<file path="config.mk">
export PLATFORM = sky130hd
export DESIGN_NAME = clk_gate_regs
export DESIGN_NICKNAME = d
export VERILOG_FILES = /design/src/include/clk_gate_pkg.sv /design/src/rtl/clk_gate_regs.sv
export SDC_FILE = /design/constraint.sdc
export NUM_CORES = 1
export LEC_CHECK = 0
export BUFFER_PORTS_ARGS = -buffer_cell sky130_fd_sc_hd__buf_4
export CAP_MARGIN = 25
export CELL_PAD_IN_SITES_DETAIL_PLACEMENT = 1
export CELL_PAD_IN_SITES_GLOBAL_PLACEMENT = 1
export CORE_ASPECT_RATIO = 1.5
export CORE_MARGIN = 4
export CORE_UTILIZATION = 29
export CTS_CLUSTER_DIAMETER = 30
export DETAILED_ROUTE_END_ITERATION = 10
export GPL_ROUTABILITY_DRIVEN = 0
export PLACE_DENSITY = 0.62
export SLEW_MARGIN = 20
export SYNTH_ARGS = -nofsm -noshare
export SYNTH_HDL_FRONTEND = slang
export SYNTH_SLANG_ARGS = --single-unit
</file>
<file path="constraint.sdc">
create_clock -name ref_clk -period 1.8 [get_ports ref_clk]
set_input_delay 0.09 -clock ref_clk [delete_from_list [all_inputs] [get_ports ref_clk]]
set_output_delay 0.09 -clock ref_clk [all_outputs]
set_load 0.005 [all_outputs]
</file>
<file path="src/include/clk_gate_pkg.sv">
// Constants for the peripheral clock gate and reset flag register block.
// Assumes a 32-bit APB slave with byte strobes, registers one word each.
`default_nettype none
package clk_gate_pkg;
    // ------------------------------------------------------------
    // Register byte offsets
    // ------------------------------------------------------------
    localparam logic [7:0] OFF_FAST_GATES = 8'h18;
    localparam logic [7:0] OFF_SLOW_GATES = 8'h1c;
    localparam logic [7:0] OFF_BACKUP_CTL = 8'h20;
    localparam logic [7:0] OFF_RST_CAUSE = 8'h24;

    // ------------------------------------------------------------
    // Reset values
    // ------------------------------------------------------------
    localparam logic [31:0] RST_FAST_GATES = 32'h0000_0000;
    localparam logic [31:0] RST_SLOW_GATES = 32'h0000_0000;
    localparam logic [31:0] RST_BACKUP_CTL = 32'h0000_0018;
    localparam logic [31:0] RST_RST_CAUSE = 32'h0c00_0000;

    // ------------------------------------------------------------
    // Implemented gate bits; all others are reserved, read as zero
    // ------------------------------------------------------------
    localparam logic [31:0] MASK_FAST_GATES = 32'h3038_fffd;
    localparam logic [31:0] MASK_SLOW_GATES = 32'h3f7e_c9ff;

    // ------------------------------------------------------------
    // Backup domain control fields
    // ------------------------------------------------------------
    localparam int BIT_SLOW_XTAL_EN = 0;
    localparam int BIT_SLOW_XTAL_STB = 1;
    localparam int BIT_SLOW_XTAL_BYP = 2;
    localparam int POS_SLOW_XTAL_DRV = 3;
    localparam int POS_RTC_SRC = 8;
    localparam int BIT_RTC_EN = 15;
    localparam int BIT_BACKUP_RST = 16;
    localparam logic [1:0] DRV_RESET = 2'h3;
    localparam logic [1:0] RTC_SRC_NONE = 2'h0;

    // ------------------------------------------------------------
    // Reset cause and internal oscillator fields
    // ------------------------------------------------------------
    localparam int BIT_INT_OSC_EN = 0;
    localparam int BIT_INT_OSC_STB = 1;
    localparam int BIT_FLAGS_CLR = 24;
    localparam int POS_FLAGS = 26;
    // Order from bit 26 up: pin, poweron, soft, free dog, window dog, lowpower
    localparam logic [5:0] FLAGS_RESET = 6'h03;
endpackage
`default_nettype wire

</file>
<file path="src/rtl/clk_gate_regs.sv">
// Peripheral clock gates, backup domain control and reset cause flags.
// Assumes a zero-wait APB master on ref_clk and separate power-on and
// backup power-on resets from the power unit.
//
// How it works
// - Timer and hires timer clocks gated by bits
// - Converter, serial and SPI clocks gated by bits
// - Port G..A and altfunc clocks gated
// - Slow gates at 0x1C, zero reset, byte access
// - DAC, power, backup, watchdog clocks gated
// - CAN, two-wire, async, SPI clocks gated
// - Slow-bus timer clocks gated from bits 8..0
// - Backup control resets 0x18 on backup reset only
// - Protected backup bits need backup write enable
// - Backup reset bit holds backup domain reset
// - RTC clock delivered only while enable set
// - Source field selects none, crystal, internal, fast/128
// - Source field locked once nonzero until reset
// - Crystal drive field, resets to highest
// - Bypass bit selects external slow clock
// - Crystal enable bit, stable flag read only
// - Cause flags on power reset, rest system reset
// - Lowpower, window and free watchdog flags set
// - Soft, poweron and pin reset flags set
// - Writing one clears all cause flags except those whose cause arrives in the same cycle
// - Internal oscillator stable flag read only
// - Internal oscillator enable bit
//
// The APB slave port was left to the implementer.
`default_nettype none
module clk_gate_regs
    import clk_gate_pkg::*;
(
    // Clock and resets
    input wire logic ref_clk,
    input wire logic resetn,
    input wire logic power_resetn,
    input wire logic backup_power_resetn,
    // APB slave
    input wire logic psel,
    input wire logic penable,
    input wire logic pwrite,
    input wire logic [7:0] paddr,
    input wire logic [31:0] pwdata,
    input wire logic [3:0] pstrb,
    output logic [31:0] prdata,
    output logic pready,
    output logic pslverr,
    // Status and events from the rest of the chip
    input wire logic backup_write_enable,
    input wire logic slow_crystal_stable,
    input wire logic internal_slow_osc_stable,
    input wire logic lowpower_reset_evt,
    input wire logic window_dog_reset_evt,
    input wire logic free_dog_reset_evt,
    input wire logic soft_reset_evt,
    input wire logic pin_reset_evt,
    // Gated peripheral clocks
    output logic [31:0] fast_bus_gclk,
    output logic [31:0] slow_bus_gclk,
    // Oscillator and backup domain controls
    output logic slow_crystal_enable,
    output logic slow_crystal_bypass,
    output logic [1:0] slow_crystal_drive,
    output logic [1:0] rtc_source_select,
    output logic rtc_clock_gate,
    output logic backup_domain_reset,
    output logic internal_slow_osc_enable
);

    // ------------------------------------------------------------
    // Bus handshake
    // ------------------------------------------------------------
    logic pready_r;
    logic pslverr_r;
    logic [31:0] prdata_r;
    logic setup;
    logic wr_go;
    logic hit;
    logic [31:0] rd_val;
    logic [31:0] bmask;

    assign setup = psel & ~penable;
    assign wr_go = psel & penable & pready_r & pwrite & ~pslverr_r;
    assign bmask = {{8{pstrb[3]}}, {8{pstrb[2]}},
                    {8{pstrb[1]}}, {8{pstrb[0]}}};

    // ------------------------------------------------------------
    // Register state
    // ------------------------------------------------------------
    logic [31:0] fast_gates_r;
    logic [31:0] slow_gates_r;
    logic slow_xtal_en_r;
    logic slow_xtal_byp_r;
    logic [1:0] slow_xtal_drv_r;
    logic [1:0] rtc_src_r;
    logic rtc_en_r;
    logic bkp_rst_r;
    logic [5:0] flags_r;
    logic flags_clr_r;
    logic int_osc_en_r;

    logic wr_fast;
    logic wr_slow;
    logic wr_bkp;
    logic wr_cause;
    logic [31:0] bkp_nxt;
    logic [31:0] cause_nxt;
    logic [31:0] bkp_cur;
    logic [31:0] cause_cur;
    logic [5:0] flag_evt;
    logic clr_flags;

    assign wr_fast = wr_go && paddr == OFF_FAST_GATES;
    assign wr_slow = wr_go && paddr == OFF_SLOW_GATES;
    assign wr_bkp = wr_go && paddr == OFF_BACKUP_CTL;
    assign wr_cause = wr_go && paddr == OFF_RST_CAUSE;

    // read view
    // Reserved bits always read zero; stable flags come live from inputs
    always_comb begin
        bkp_cur = 32'h0000_0000;
        bkp_cur[BIT_SLOW_XTAL_EN] = slow_xtal_en_r;
        bkp_cur[BIT_SLOW_XTAL_STB] = slow_crystal_stable;
        bkp_cur[BIT_SLOW_XTAL_BYP] = slow_xtal_byp_r;
        bkp_cur[POS_SLOW_XTAL_DRV +: 2] = slow_xtal_drv_r;
        bkp_cur[POS_RTC_SRC +: 2] = rtc_src_r;
        bkp_cur[BIT_RTC_EN] = rtc_en_r;
        bkp_cur[BIT_BACKUP_RST] = bkp_rst_r;
        cause_cur = 32'h0000_0000;
        cause_cur[BIT_INT_OSC_EN] = int_osc_en_r;
        cause_cur[BIT_INT_OSC_STB] = internal_slow_osc_stable;
        cause_cur[BIT_FLAGS_CLR] = flags_clr_r;
        cause_cur[POS_FLAGS +: 6] = flags_r;
    end

    // byte lanes
    // Each write merges only the lanes whose strobe is set
    assign bkp_nxt = (bkp_cur & ~bmask) | (pwdata & bmask);
    assign cause_nxt = (cause_cur & ~bmask) | (pwdata & bmask);

    always_comb begin
        hit = 1'b1;
        rd_val = 32'h0000_0000;
        case (paddr)
            OFF_FAST_GATES: rd_val = fast_gates_r;
            OFF_SLOW_GATES: rd_val = slow_gates_r;
            OFF_BACKUP_CTL: rd_val = bkp_cur;
            OFF_RST_CAUSE: rd_val = cause_cur;
            default: hit = 1'b0;
        endcase
    end

    // ------------------------------------------------------------
    // APB answer, one cycle after setup
    // ------------------------------------------------------------
    always_ff @(posedge ref_clk or negedge resetn) begin
        if (!resetn) begin
            pready_r <= 1'b0;
            pslverr_r <= 1'b0;
            prdata_r <= 32'h0000_0000;
        end else if (setup) begin
            pready_r <= 1'b1;
            pslverr_r <= ~hit;
            prdata_r <= (hit && !pwrite) ? rd_val : 32'h0000_0000;
        end else begin
            pready_r <= 1'b0;
            pslverr_r <= 1'b0;
            prdata_r <= 32'h0000_0000;
        end
    end

    assign pready = pready_r;
    assign pslverr = pslverr_r;
    assign prdata = prdata_r;

    // ------------------------------------------------------------
    // Bus clock enable registers
    // ------------------------------------------------------------
    // system reset
    // Only implemented enables store; reserved bits stay zero
    always_ff @(posedge ref_clk or negedge resetn) begin
        if (!resetn) begin
            fast_gates_r <= RST_FAST_GATES;
            slow_gates_r <= RST_SLOW_GATES;
        end else begin
            if (wr_fast) begin
                fast_gates_r <= ((fast_gates_r & ~bmask) | (pwdata & bmask))
                                & MASK_FAST_GATES;
            end
            if (wr_slow) begin
                slow_gates_r <= ((slow_gates_r & ~bmask) | (pwdata & bmask))
                                & MASK_SLOW_GATES;
            end
        end
    end

    // ------------------------------------------------------------
    // Glitch-free gating cells
    // ------------------------------------------------------------
    // Enables retime on the falling edge so, outside resetn, they only change while the
    // clock is low; a gated pulse is never split, and only resetn asserting in the high phase shortens one.
    logic [63:0] gate_en;
    logic [63:0] gate_hold_r;
    logic [63:0] gclk;

    assign gate_en = {slow_gates_r & MASK_SLOW_GATES,
                      fast_gates_r & MASK_FAST_GATES};

    genvar gi;
    generate
        for (gi = 0; gi < 64; gi = gi + 1) begin : g_gate
            always_ff @(negedge ref_clk or negedge resetn) begin
                if (!resetn) begin
                    gate_hold_r[gi] <= 1'b0;
                end else begin
                    gate_hold_r[gi] <= gate_en[gi];
                end
            end
            assign gclk[gi] = ref_clk & gate_hold_r[gi];
        end
    endgenerate

    assign fast_bus_gclk = gclk[31:0];
    assign slow_bus_gclk = gclk[63:32];

    // ------------------------------------------------------------
    // Backup domain control
    // ------------------------------------------------------------
    // Lives on the backup power-on reset, so system resets leave it alone.
    always_ff @(posedge ref_clk or negedge backup_power_resetn) begin
        if (!backup_power_resetn) begin
            bkp_rst_r <= RST_BACKUP_CTL[BIT_BACKUP_RST];
        end else if (wr_bkp) begin
            bkp_rst_r <= bkp_nxt[BIT_BACKUP_RST];
        end
    end

    // backup-only reset
    // The software reset bit holds every other field at its reset value
    always_ff @(posedge ref_clk or negedge backup_power_resetn) begin
        if (!backup_power_resetn) begin
            slow_xtal_en_r <= RST_BACKUP_CTL[BIT_SLOW_XTAL_EN];
            slow_xtal_byp_r <= RST_BACKUP_CTL[BIT_SLOW_XTAL_BYP];
            slow_xtal_drv_r <= RST_BACKUP_CTL[POS_SLOW_XTAL_DRV +: 2];
            rtc_src_r <= RST_BACKUP_CTL[POS_RTC_SRC +: 2];
            rtc_en_r <= RST_BACKUP_CTL[BIT_RTC_EN];
        end else if (bkp_rst_r) begin
            slow_xtal_en_r <= RST_BACKUP_CTL[BIT_SLOW_XTAL_EN];
            slow_xtal_byp_r <= RST_BACKUP_CTL[BIT_SLOW_XTAL_BYP];
            slow_xtal_drv_r <= RST_BACKUP_CTL[POS_SLOW_XTAL_DRV +: 2];
            rtc_src_r <= RST_BACKUP_CTL[POS_RTC_SRC +: 2];
            rtc_en_r <= RST_BACKUP_CTL[BIT_RTC_EN];
        end else if (wr_bkp) begin
            slow_xtal_drv_r <= bkp_nxt[POS_SLOW_XTAL_DRV +: 2];
            if (backup_write_enable) begin
                slow_xtal_en_r <= bkp_nxt[BIT_SLOW_XTAL_EN];
                slow_xtal_byp_r <= bkp_nxt[BIT_SLOW_XTAL_BYP];
                rtc_en_r <= bkp_nxt[BIT_RTC_EN];
                if (rtc_src_r == RTC_SRC_NONE) begin
                    rtc_src_r <= bkp_nxt[POS_RTC_SRC +: 2];
                end
            end
        end
    end

    assign slow_crystal_enable = slow_xtal_en_r;
    assign slow_crystal_bypass = slow_xtal_byp_r;
    assign slow_crystal_drive = slow_xtal_drv_r;
    // source code to the clock mux
    assign rtc_source_select = rtc_src_r;
    assign rtc_clock_gate = rtc_en_r;
    assign backup_domain_reset = bkp_rst_r;

    // ------------------------------------------------------------
    // Reset cause flags
    // ------------------------------------------------------------
    // hardware cause events
    assign flag_evt = {lowpower_reset_evt, window_dog_reset_evt,
                       free_dog_reset_evt, soft_reset_evt,
                       1'b0, pin_reset_evt};
    assign clr_flags = wr_cause && cause_nxt[BIT_FLAGS_CLR];

    // flags survive system resets
    // A cause arriving with the clear still sets its flag.
    always_ff @(posedge ref_clk or negedge power_resetn) begin
        if (!power_resetn) begin
            flags_r <= FLAGS_RESET;
        end else if (clr_flags) begin
            flags_r <= flag_evt;
        end else begin
            flags_r <= flags_r | flag_evt;
        end
    end

    // read-only bits are not stored from writes
    always_ff @(posedge ref_clk or negedge resetn) begin
        if (!resetn) begin
            flags_clr_r <= RST_RST_CAUSE[BIT_FLAGS_CLR];
            int_osc_en_r <= RST_RST_CAUSE[BIT_INT_OSC_EN];
        end else if (wr_cause) begin
            flags_clr_r <= cause_nxt[BIT_FLAGS_CLR];
            int_osc_en_r <= cause_nxt[BIT_INT_OSC_EN];
        end
    end

    assign internal_slow_osc_enable = int_osc_en_r;

endmodule
`default_nettype wire

</file>
-- Word level (Yosys, flattened, before mapping)
Index checks and enable logic that the tools add are counted.
- flip-flop bits (word level): 138
- input bits: 59
- output and inout bits: 107
- word-level logic and storage cells: 161
- eq/ne operators: 4
- mux-type cells: 22
- bitwise operators: 63
- reductions and logical operators: 14
- operator list (kind ; number):
    $pmux W32 S4 ; 1
    $and A30 B30 Y30 ; 3
    $mux W32 ; 2
    $or A30 B30 Y30 ; 2
    $and A1 B1 Y1 ; 49
    $not A30 Y30 ; 1
    $and A25 B25 Y25 ; 1
    $or A25 B25 Y25 ; 1
    $and A17 B17 Y17 ; 1
    $or A17 B17 Y17 ; 1
    $eq A8 B5 Y1 const B ; 2
    $eq A8 B6 Y1 const B ; 2
    $mux W1 ; 12
    $mux W2 ; 6
    $logic_and A1 B1 Y1 ; 6
    $mux W6 ; 1
    $or A6 B6 Y6 ; 1
    $reduce_bool A2 Y1 ; 3
    $reduce_or A4 Y1 ; 1
    $not A1 Y1 ; 3
    $reduce_and A3 Y1 ; 1
    $logic_not A2 Y1 ; 1
    $reduce_and A2 Y1 ; 1
    $logic_not A1 Y1 ; 1

-- Depth between registers and ports, before layout
Gate-level depths: netlist of run 1.
- depth after elaboration: 7
- gate-level depth with buffers: 5
- depth with buffers taken out: 3

==> results of run 1 <==
[what timing repair did]
item,CTS,global route
hold buffers,42,0
pin swaps,43,20
gates resized for setup,26,39
endpoints found under the setup margin,95,96
hold endpoints to repair,153,0
[final timing paths]
kind / to / from
min reg2reg: flags_r[1]$_DFFE_PN1P_ / flags_r[1]$_DFFE_PN1P_
max: slow_bus_gclk[11] / gate_hold_r[43]$_DFF_NN0_
max reg2reg: register / pslverr$_DFF_PN0_
min in group asynchronous: flags_r[0]$_DFF_PN1_ / power_resetn
min: rtc_clock_gate$_DFFE_PN0P_ / paddr[4]
max in group asynchronous: gate_hold_r[39]$_DFF_NN0_ / resetn
[per-stage QoR]
stage	cells	hold slack, ns	area (um^2)
CTS	944	0.0387	8820
global placement	850	-0.0997	7230
floorplan	451	-0.206	5720
detailed placement	850	-0.0968	7230
global route	944	0.0481	8940
finish	944	0.0365	8940
[cells by family after synthesis]
logic type	after synthesis	synth area share
AO/OA/AOI/OAI	26	0.0269
buffers and inverters	43	0.0442
flip-flops	137	0.609
multiplexers	69	0.135
other	1	0.000665
AND/OR/NAND/NOR	155	0.184
[cell type report]
cell class,instances,area (um^2),share of cell area
tap,256,320,0.0358
clock inverter,11,218,0.0243
clock buffer,85,1320,0.148
multi-input combinational,271,2130,0.238
sequential,137,3430,0.384
timing repair buffer,181,1510,0.169
inverter,3,11.3,0.00126
[cells in the final DEF, fill, tap and decap left out, drive strengths merged, types with 12 or more instances in the layout]
| master | synthesis | final |
|---|---|---|
| dfrtn | 44 | 44 |
| buf | 26 | 183 |
| mux2 | 55 | 55 |
| dfrtp | 89 | 89 |
| dlygate4sd3 | 0 | 42 |
| a21oi | 17 | 17 |
| nor4 | 13 | 13 |
| nand3 | 16 | 16 |
| nand4 | 12 | 12 |
| and2 | 49 | 49 |
| nor2 | 25 | 25 |
| clkbuf | 14 | 41 |
| mux2i | 14 | 14 |
| conb | 1 | 21 |
[synthesized netlist by cell type, drive strengths merged (2+ instances only)]
library cell,number,area share
nand2b,9,0.010
nor2,25,0.017
nand3,16,0.014
nor3b,3,0.0040
dfrtp,89,0.40
dfrtn,44,0.20
o22ai,2,0.0022
nand4,12,0.013
or3b,2,0.0031
nand3b,6,0.0080
mux2,55,0.11
nor4,13,0.033
and2,49,0.054
clkbuf,14,0.0093
and4,2,0.0031
dfstp,4,0.019
or4bb,2,0.0040
and3,6,0.0067
buf,26,0.033
and3b,2,0.0031
mux2i,14,0.025
inv,3,0.0020
a21oi,17,0.015
nand2,2,0.0013
[layer usage]
layer / part of all wire / vias up / routed length (um)
li1: - / 1951 / -
met1: 0.36 / 2174 / 6200
met2: 0.55 / 150 / 9490
met3: 0.054 / 60 / 929
met4: 0.038 / 0 / 660
met5: 0 / - / 0
[report_power, final]
part	switching [uW]	total, uW	internal [uW]	leakage [uW]
Clock	1960	6210	4250	0.000962
Sequential	9.79	3110	3100	0.00185
Combinational	222	441	219	0.00163
[critical path, cell delays in order, from the launching register on]
cell and delay (ns):
dfrtn_1 0.41, and2_4 0.14, buf_6 0.08
==> impl_metrics.csv, run 1 <==
group,metric,value,unit
yosys,async_flop_share,1.00,
yosys,synth_edf_count,0,
clock_network,worstSkewPairLatency,0.52,ns
floorplanning,die_area,0.0218,mm^2
floorplanning,placement_rows,62,
routing,vias,4335,
yosys,synth_cell_types,44,
cells_and_area,insertedDiodeCount,0,
routing,drt-vias-per-instance,4.59,
worst_setup_path,critPathArrivalTime,2.05,ns
clock_network,cts_setup_buffers,0,
yosys,synth.cell_area,0.00564,mm^2
worst_hold_path,hold_class,"primary input to register",
sta,final_hold_viol_count,0,
yosys,ys_seq_area_frac,0.609,
yosys,ys_ff_latch,137,
grt,met2_usage,0.274,
pwr,power_density,1090,mW/mm^2
floorplanning,io_pins,166,
yosys,synth_ff_type,"dfrtp_1",
worst_setup_path,crit_type,"register to output pin",
worst_setup_path,worst-path-max-fanout,1,
placement,dp_slack,-0.145,ns
placement,dp_hpwl,11800,um
worst_hold_path,hold_depth,4,
flow_run,cap_violations,0,
worst_setup_path,reg2reg_slack,0.10,ns
routing,antenna_left,0,
yosys,yosys_warnings,0,
sta,slew_headroom,0.652,
pwr,p_leak,0.00444,uW
grt,track_usage,0.165,
grt,met1_usage,0.168,
cells_and_area,fillCellCount,2006,
cells_and_area,nets,729,
cells_and_area,post-route-util,0.467,
sta,setup_viol,88,
routing,drcViolationCount,0,
cells_and_area,areaGrowthSynthToFinish,58.7,%
floorplanning,die_y,179,um
routing,firstDrtPassIters,4,
routing,wl_per_cell,18.3,um
yosys,netlist_instances,431,
grt,top_usage_layer,"met2",
worst_setup_path,worst_setup_path_start_kind,"register",
placement,io_buffers,141,
sta,worst_pin_slew,0.522,ns
floorplanning,dieWidth,122,um
cells_and_area,layout-drive-gt1-share,0.484,
grt,grt_pass1_wl,27000,um
yosys,synth_area_per_cell,13.1,um^2
grt,grt_util_met3,0.0603,
grt,grt_pass1_vias,5324,
sta,fin_tns_setup,-13.79,ns
worst_setup_path,r2r_cells,4,
run_status,failed_checks,"negative setup slack",
floorplanning,core,0.0192,mm^2
pwr,ir_drop,0.710,mV
routing,drtIter0Drc,229,
sta,skew,0.00726,ns
worst_setup_path,end_kind,"output pin",
routing,routed_wl,17300,um
grt,grt.overflow.total,0,
sta,setup_ws,-0.341,ns
clock_network,clkTransAtPathRegs,0.06,ns
pwr,power,9760,uW
clock_network,cts_tree,"built",
sta,report.final.slew_viol_count,0,
worst_setup_path,required,1.71,ns
grt,grt_max_degree,41,
run_status,status,"finished with violations",
sta,rsz0062_at_grt,"yes",
floorplanning,start_util,0.294,
grt,antenna_found_initial,0,
Power figures use the tool's default switching activity.
==> run 2: changes to the inputs <==
Settings changed: CTS_BUF_LIST set to sky130_fd_sc_hd__clkbuf_8 sky130_fd_sc_hd__clkbuf_16, GPL_ROUTABILITY_DRIVEN 0 to not set, HOLD_SLACK_MARGIN set to 0.12.
==> impl_metrics.csv, run 2 (synthesized netlist as in run 1, its figures left out) <==
group,metric,value,unit
worst_setup_path,cp.depth,2,
routing,routed_wl,17400,um
floorplanning,core,0.0192,mm^2
clock_network,cts_setup_buffers,0,
sta,slew_headroom,0.652,
routing,wl_met2,9480,um
worst_hold_path,hp-start,"paddr[3]",
worst_setup_path,critPathArrivalTime,2.05,ns
routing,vias,4390,
grt,grt_pass1_vias,5381,
worst_setup_path,crit_type,"register to output pin",
worst_setup_path,slowest_delay,0.40,ns
clock_network,clkTransAtPathRegs,0.06,ns
grt,grt_max_degree,41,
cells_and_area,fin_cells,953,
placement,io_buffers,141,
routing,wl_per_cell,18.2,um
worst_setup_path,crit_path_top_delay_cell,"dfrtn_1",
cells_and_area,layout_common_cells,"146 x buf_4, 89 x dfrtp_1, 54 x mux2_2",
routing,routed.top_layer,"met4",
floorplanning,die_area,0.0218,mm^2
worst_setup_path,path_buf_inv,1,
pwr,ir_drop,0.710,mV
grt,antenna_found_initial,0,
pwr,power,9750,uW
pwr,p_leak,0.00450,uW
sta,rsz0062_at_grt,"yes",
floorplanning,placement_rows,62,
routing,drtIter0Drc,224,
clock_network,worstSkewPairLatency,0.52,ns
sta,worst_pin_slew,0.523,ns
worst_hold_path,hold_depth,5,
worst_setup_path,startpoint,"gate_hold_r[59]$_DFF_NN0_",
sta,fin_tns_setup,-13.80,ns
routing,drcViolationCount,0,
worst_setup_path,end_kind,"output pin",
cells_and_area,layout_commonest_cell,"buf_4",
sta,setup_ws,-0.340,ns
cells_and_area,post-route-util,0.472,
sta,setup_viol,88,
placement,dp_hpwl,11800,um
worst_setup_path,crit_family,"flip-flops",
grt,grt_pass1_wl,27200,um
run_status,failed_checks,"negative setup slack",
cells_and_area,nets,738,
floorplanning,start_util,0.294,
floorplanning,io_pins,166,
floorplanning,dieWidth,122,um
worst_setup_path,path_cells,"and2_4 > buf_6",
placement,dp.cells,850,
sta,final_hold_viol_count,0,
worst_setup_path,r2r_cells,4,
routing,drt-vias-per-instance,4.61,
cells_and_area,layout-drive-gt1-share,0.479,
cells_and_area,insertedDiodeCount,0,
routing,firstDrtPassIters,4,
placement,place_congestion,0.766,
routing,wl_met3,875,um
pwr,power_density,1080,mW/mm^2
worst_setup_path,rr_startpoint,"pslverr$_DFF_PN0_",
worst_setup_path,required,1.71,ns
floorplanning,die_y,179,um
worst_setup_path,worst_setup_path_start_kind,"register",
clock_network,cts_tree,"built",
worst_setup_path,worst-path-max-fanout,1,
run_status,status,"finished with violations",
grt,track_usage,0.166,
cells_and_area,areaGrowthSynthToFinish,60.4,%
worst_hold_path,hold_class,"primary input to register",
routing,met1Wirelength,6330,um
sta,report.final.slew_viol_count,0,
routing,antenna_left,0,
flow_run,cap_violations,0,
grt,grt.overflow.total,0,
sta,skew,0.00755,ns
## run 2: cell types whose count changed in the layout (fill, tap and decap cells not counted), sizes merged
cell	before	now
clkbuf	41	35
inv	4	10
dlygate4sd3	42	51
## run 2: cell type report
cell class,instances,area [um^2]
Timing Repair Buffer,190,1600
Multi-Input combinational cell,271,2130
Inverter,3,11.3
Clock inverter,17,240
Sequential cell,137,3430
Fill cell,2009,10100
Tap cell,256,320
Clock buffer,79,1300
## run 2: path summary, 6_finish.rpt
kind                                                     endpoint  slack, ns
worst max-delay path                            slow_bus_gclk[27]      -0.34
worst min-delay path                   rtc_clock_gate$_DFFE_PN0P_       0.15
worst max register to register                           register       0.10
worst min register to register             flags_r[1]$_DFFE_PN1P_       0.49
max in group asynchronous       slow_crystal_drive[0]$_DFFE_PN1P_       0.34
min in group asynchronous              asynchronous set/reset pin       0.20
## run 2: per-layer routing
layer | global-route usage | vias up
met5 | 0 | -
met4 | 0.124 | 0
met3 | 0.0584 | 58
met2 | 0.277 | 156
met1 | 0.168 | 2211
li1 | - | 1965
## run 2: timing repair
action                                  4_1_cts  5_1_grt
pin swaps                                    43       16
gates resized for setup                      40       27
endpoints found under the setup margin       95      101
hold buffers                                 51        1
endpoints found under the hold margin       168        4
## run 2: worst min-delay path, cell delays in order
cell and delay [ns]:
buf_4 0.09, buf_4 0.13, nor4b_2 0.05, nand4_1 0.18, mux2i_1 0.09
## run 2: power breakdown
| part | internal (uW) | leakage, uW | switching, uW |
|---|---|---|---|
| Combinational | 232 | 0.00166 | 226 |
| Sequential | 3100 | 0.00185 | 9.78 |
| Clock | 4220 | 0.000989 | 1970 |
| Total | 7550 | 0.00450 | 2200 |
## run 2: through the flow
stage / area [um^2] / hold slack, ns / setup slack [ns]
after CTS: 8950 / 0.149 / -0.354
after global placement: 7230 / -0.0997 / -0.121
final: 9040 / 0.150 / -0.340
after floorplan: 5720 / -0.206 / -0.0301
after global routing: 9040 / 0.177 / -0.391
after detailed placement: 7230 / -0.0968 / -0.145
==> run 3: changes to the inputs <==
Settings changed: PLACE_DENSITY 0.62 to 0.6, SLEW_MARGIN 20 to not set.
Clock period 1.8 ns to 2.16 ns, I/O delays scaled along.
==> impl_metrics.csv, run 3 (synthesized netlist as in run 1, its figures left out) <==
group,metric,value,unit
run_status,status,"finished with violations",
run_status,failed_checks,"negative setup slack",
sta,fin_tns_setup,-6.47,ns
grt,track_usage,0.161,
grt,antenna_found_initial,0,
floorplanning,die_y,179,um
floorplanning,core,0.0192,mm^2
clock_network,clkTransAtPathRegs,0.06,ns
pwr,ir_drop,0.491,mV
cells_and_area,areaGrowthSynthToFinish,58.3,%
cells_and_area,layout-drive-gt1-share,0.462,
clock_network,worstSkewPairLatency,0.51,ns
pwr,swShare,0.236,
grt,grt_max_degree,52,
worst_setup_path,worst-path-max-fanout,1,
routing,vias,4352,
pwr,combinationalPowerShare,0.048,
routing,drt-vias-per-instance,4.60,
sta,setup_viol,88,
pwr,power_density,870,mW/mm^2
sta,rsz0062_at_grt,"yes",
sta,report.final.slew_viol_count,0,
worst_hold_path,hold_class,"primary input to asynchronous set/reset pin",
cells_and_area,layout_commonest_cell,"buf_4",
worst_setup_path,critPathArrivalTime,2.22,ns
sta,final_hold_viol_count,0,
placement,dp_hpwl,11400,um
sta,setup_ws,-0.166,ns
placement,dp_slack,0.197,ns
cells_and_area,nets,732,
grt,grt_pass1_wl,26500,um
placement,place_congestion,0.745,
cells_and_area,post-route-util,0.466,
placement,io_buffers,141,
worst_setup_path,crit_type,"register to output pin",
routing,wl_per_cell,18.1,um
floorplanning,placement_rows,62,
floorplanning,dieWidth,122,um
routing,drcViolationCount,0,
cells_and_area,layout_common_cells,"134 x buf_4, 89 x dfrtp_1, 60 x dlygate4sd3_1",
floorplanning,die_area,0.0218,mm^2
cells_and_area,insertedDiodeCount,0,
sta,worst_pin_slew,0.705,ns
routing,routed_wl,17100,um
worst_setup_path,worst_setup_path_start_kind,"register",
routing,firstDrtPassIters,4,
pwr,switchingPower,1840,uW
sta,skew,0.0111,ns
floorplanning,start_util,0.294,
worst_setup_path,r2r_cells,5,
routing,drtIter0Drc,200,
pwr,p_seq_frac,0.333,
grt,grt_pass1_vias,5323,
cells_and_area,register_area,0.00343,mm^2
flow_run,cap_violations,0,
clock_network,cts_setup_buffers,0,
pwr,p_leak,0.00444,uW
worst_setup_path,required,2.05,ns
sta,slew_headroom,0.528,
cells_and_area,fillCellCount,2048,
worst_setup_path,end_kind,"output pin",
floorplanning,io_pins,166,
clock_network,cts_tree,"built",
sta,hold-worst-slack,0.132,ns
cells_and_area,multiInputGateArea,0.00213,mm^2
pwr,clkPwrFrac,0.618,
grt,grt.overflow.total,0,
routing,antenna_left,0,
pwr,intPower,5930,uW
-- run 3: cell types whose count changed in the layout (fill, tap and decap cells not counted), sizes merged --
cell	delta
inv	-1
buf	-15
clkinvlp	-1
bufinv	-3
clkinv	+5
dlygate4sd3	+9
-- run 3: through the flow --
stage / cells / power, uW / cell area [um^2]
2_1_floorplan: 451 / 2880 / 5710
3_3_place_gp: 835 / 2930 / 7090
3_5_place_dp: 835 / 2940 / 7090
4_1_cts: 947 / 7920 / 8860
5_1_grt: 947 / 8120 / 8920
6_report: 947 / 7760 / 8920
-- run 3: critical path, cell delays in order, from the launching register on --
cell,delay (ns)
dfrtn_1,0.39
and2_4,0.14
buf_6,0.09
-- run 3: what timing repair did --
action / CTS / global route
endpoints found under the setup margin: 88 / 96
pin swaps: 43 / 6
resized for setup: 46 / 19
hold buffers: 60 / 0
endpoints found under the hold margin: 171 / 0
gates cloned: 0 / 0
-- run 3: layout make-up --
class / instances / share of cell area
Sequential cell: 137 / 0.385
Multi-Input combinational cell: 271 / 0.239
Timing Repair Buffer: 184 / 0.174
Clock buffer: 79 / 0.146
Tap cell: 256 / 0.0359
Clock inverter: 17 / 0.0191
Inverter: 3 / 0.00126
-- run 3: final timing paths --
check | from | to | slack (ns)
setup / recovery | gate_hold_r[9]$_DFF_NN0_ | fast_bus_gclk[9] | -0.17
max in group asynchronous | resetn | gate_hold_r[56]$_DFF_NN0_ | 0.65
min in group ref_clk | backup_write_enable | slow_crystal_enable$_DFFE_PN0P_ | 0.13
hold / removal | resetn | asynchronous set/reset pin | 0.13
setup reg to reg | pready$_DFF_PN0_ | register | 0.12
hold reg to reg | flags_r[1]$_DFFE_PN1P_ | flags_r[1]$_DFFE_PN1P_ | 0.49
-- run 3: per-layer routing --
| layer | wire length, um | global-route usage | vias to the layer above | part of all wire |
|---|---|---|---|---|
| li1 | - | - | 1954 | - |
| met1 | 6250 | 0.165 | 2150 | 0.36 |
| met2 | 9100 | 0.262 | 175 | 0.53 |
| met3 | 841 | 0.0574 | 73 | 0.049 |
| met4 | 935 | 0.134 | 0 | 0.055 |
| met5 | 0 | 0 | - | 0 |
-- run 3: power groups by stage --
stage | Clock, uW | Sequential [uW] | Combinational (uW)
6_report | 4800 | 2590 | 374
5_1_grt | 5120 | 2590 | 412
4_1_cts | 4960 | 2590 | 376
3_5_place_dp | 15.3 | 2630 | 291
3_3_place_gp | 15.3 | 2630 | 283
2_1_floorplan | 134 | 2630 | 113
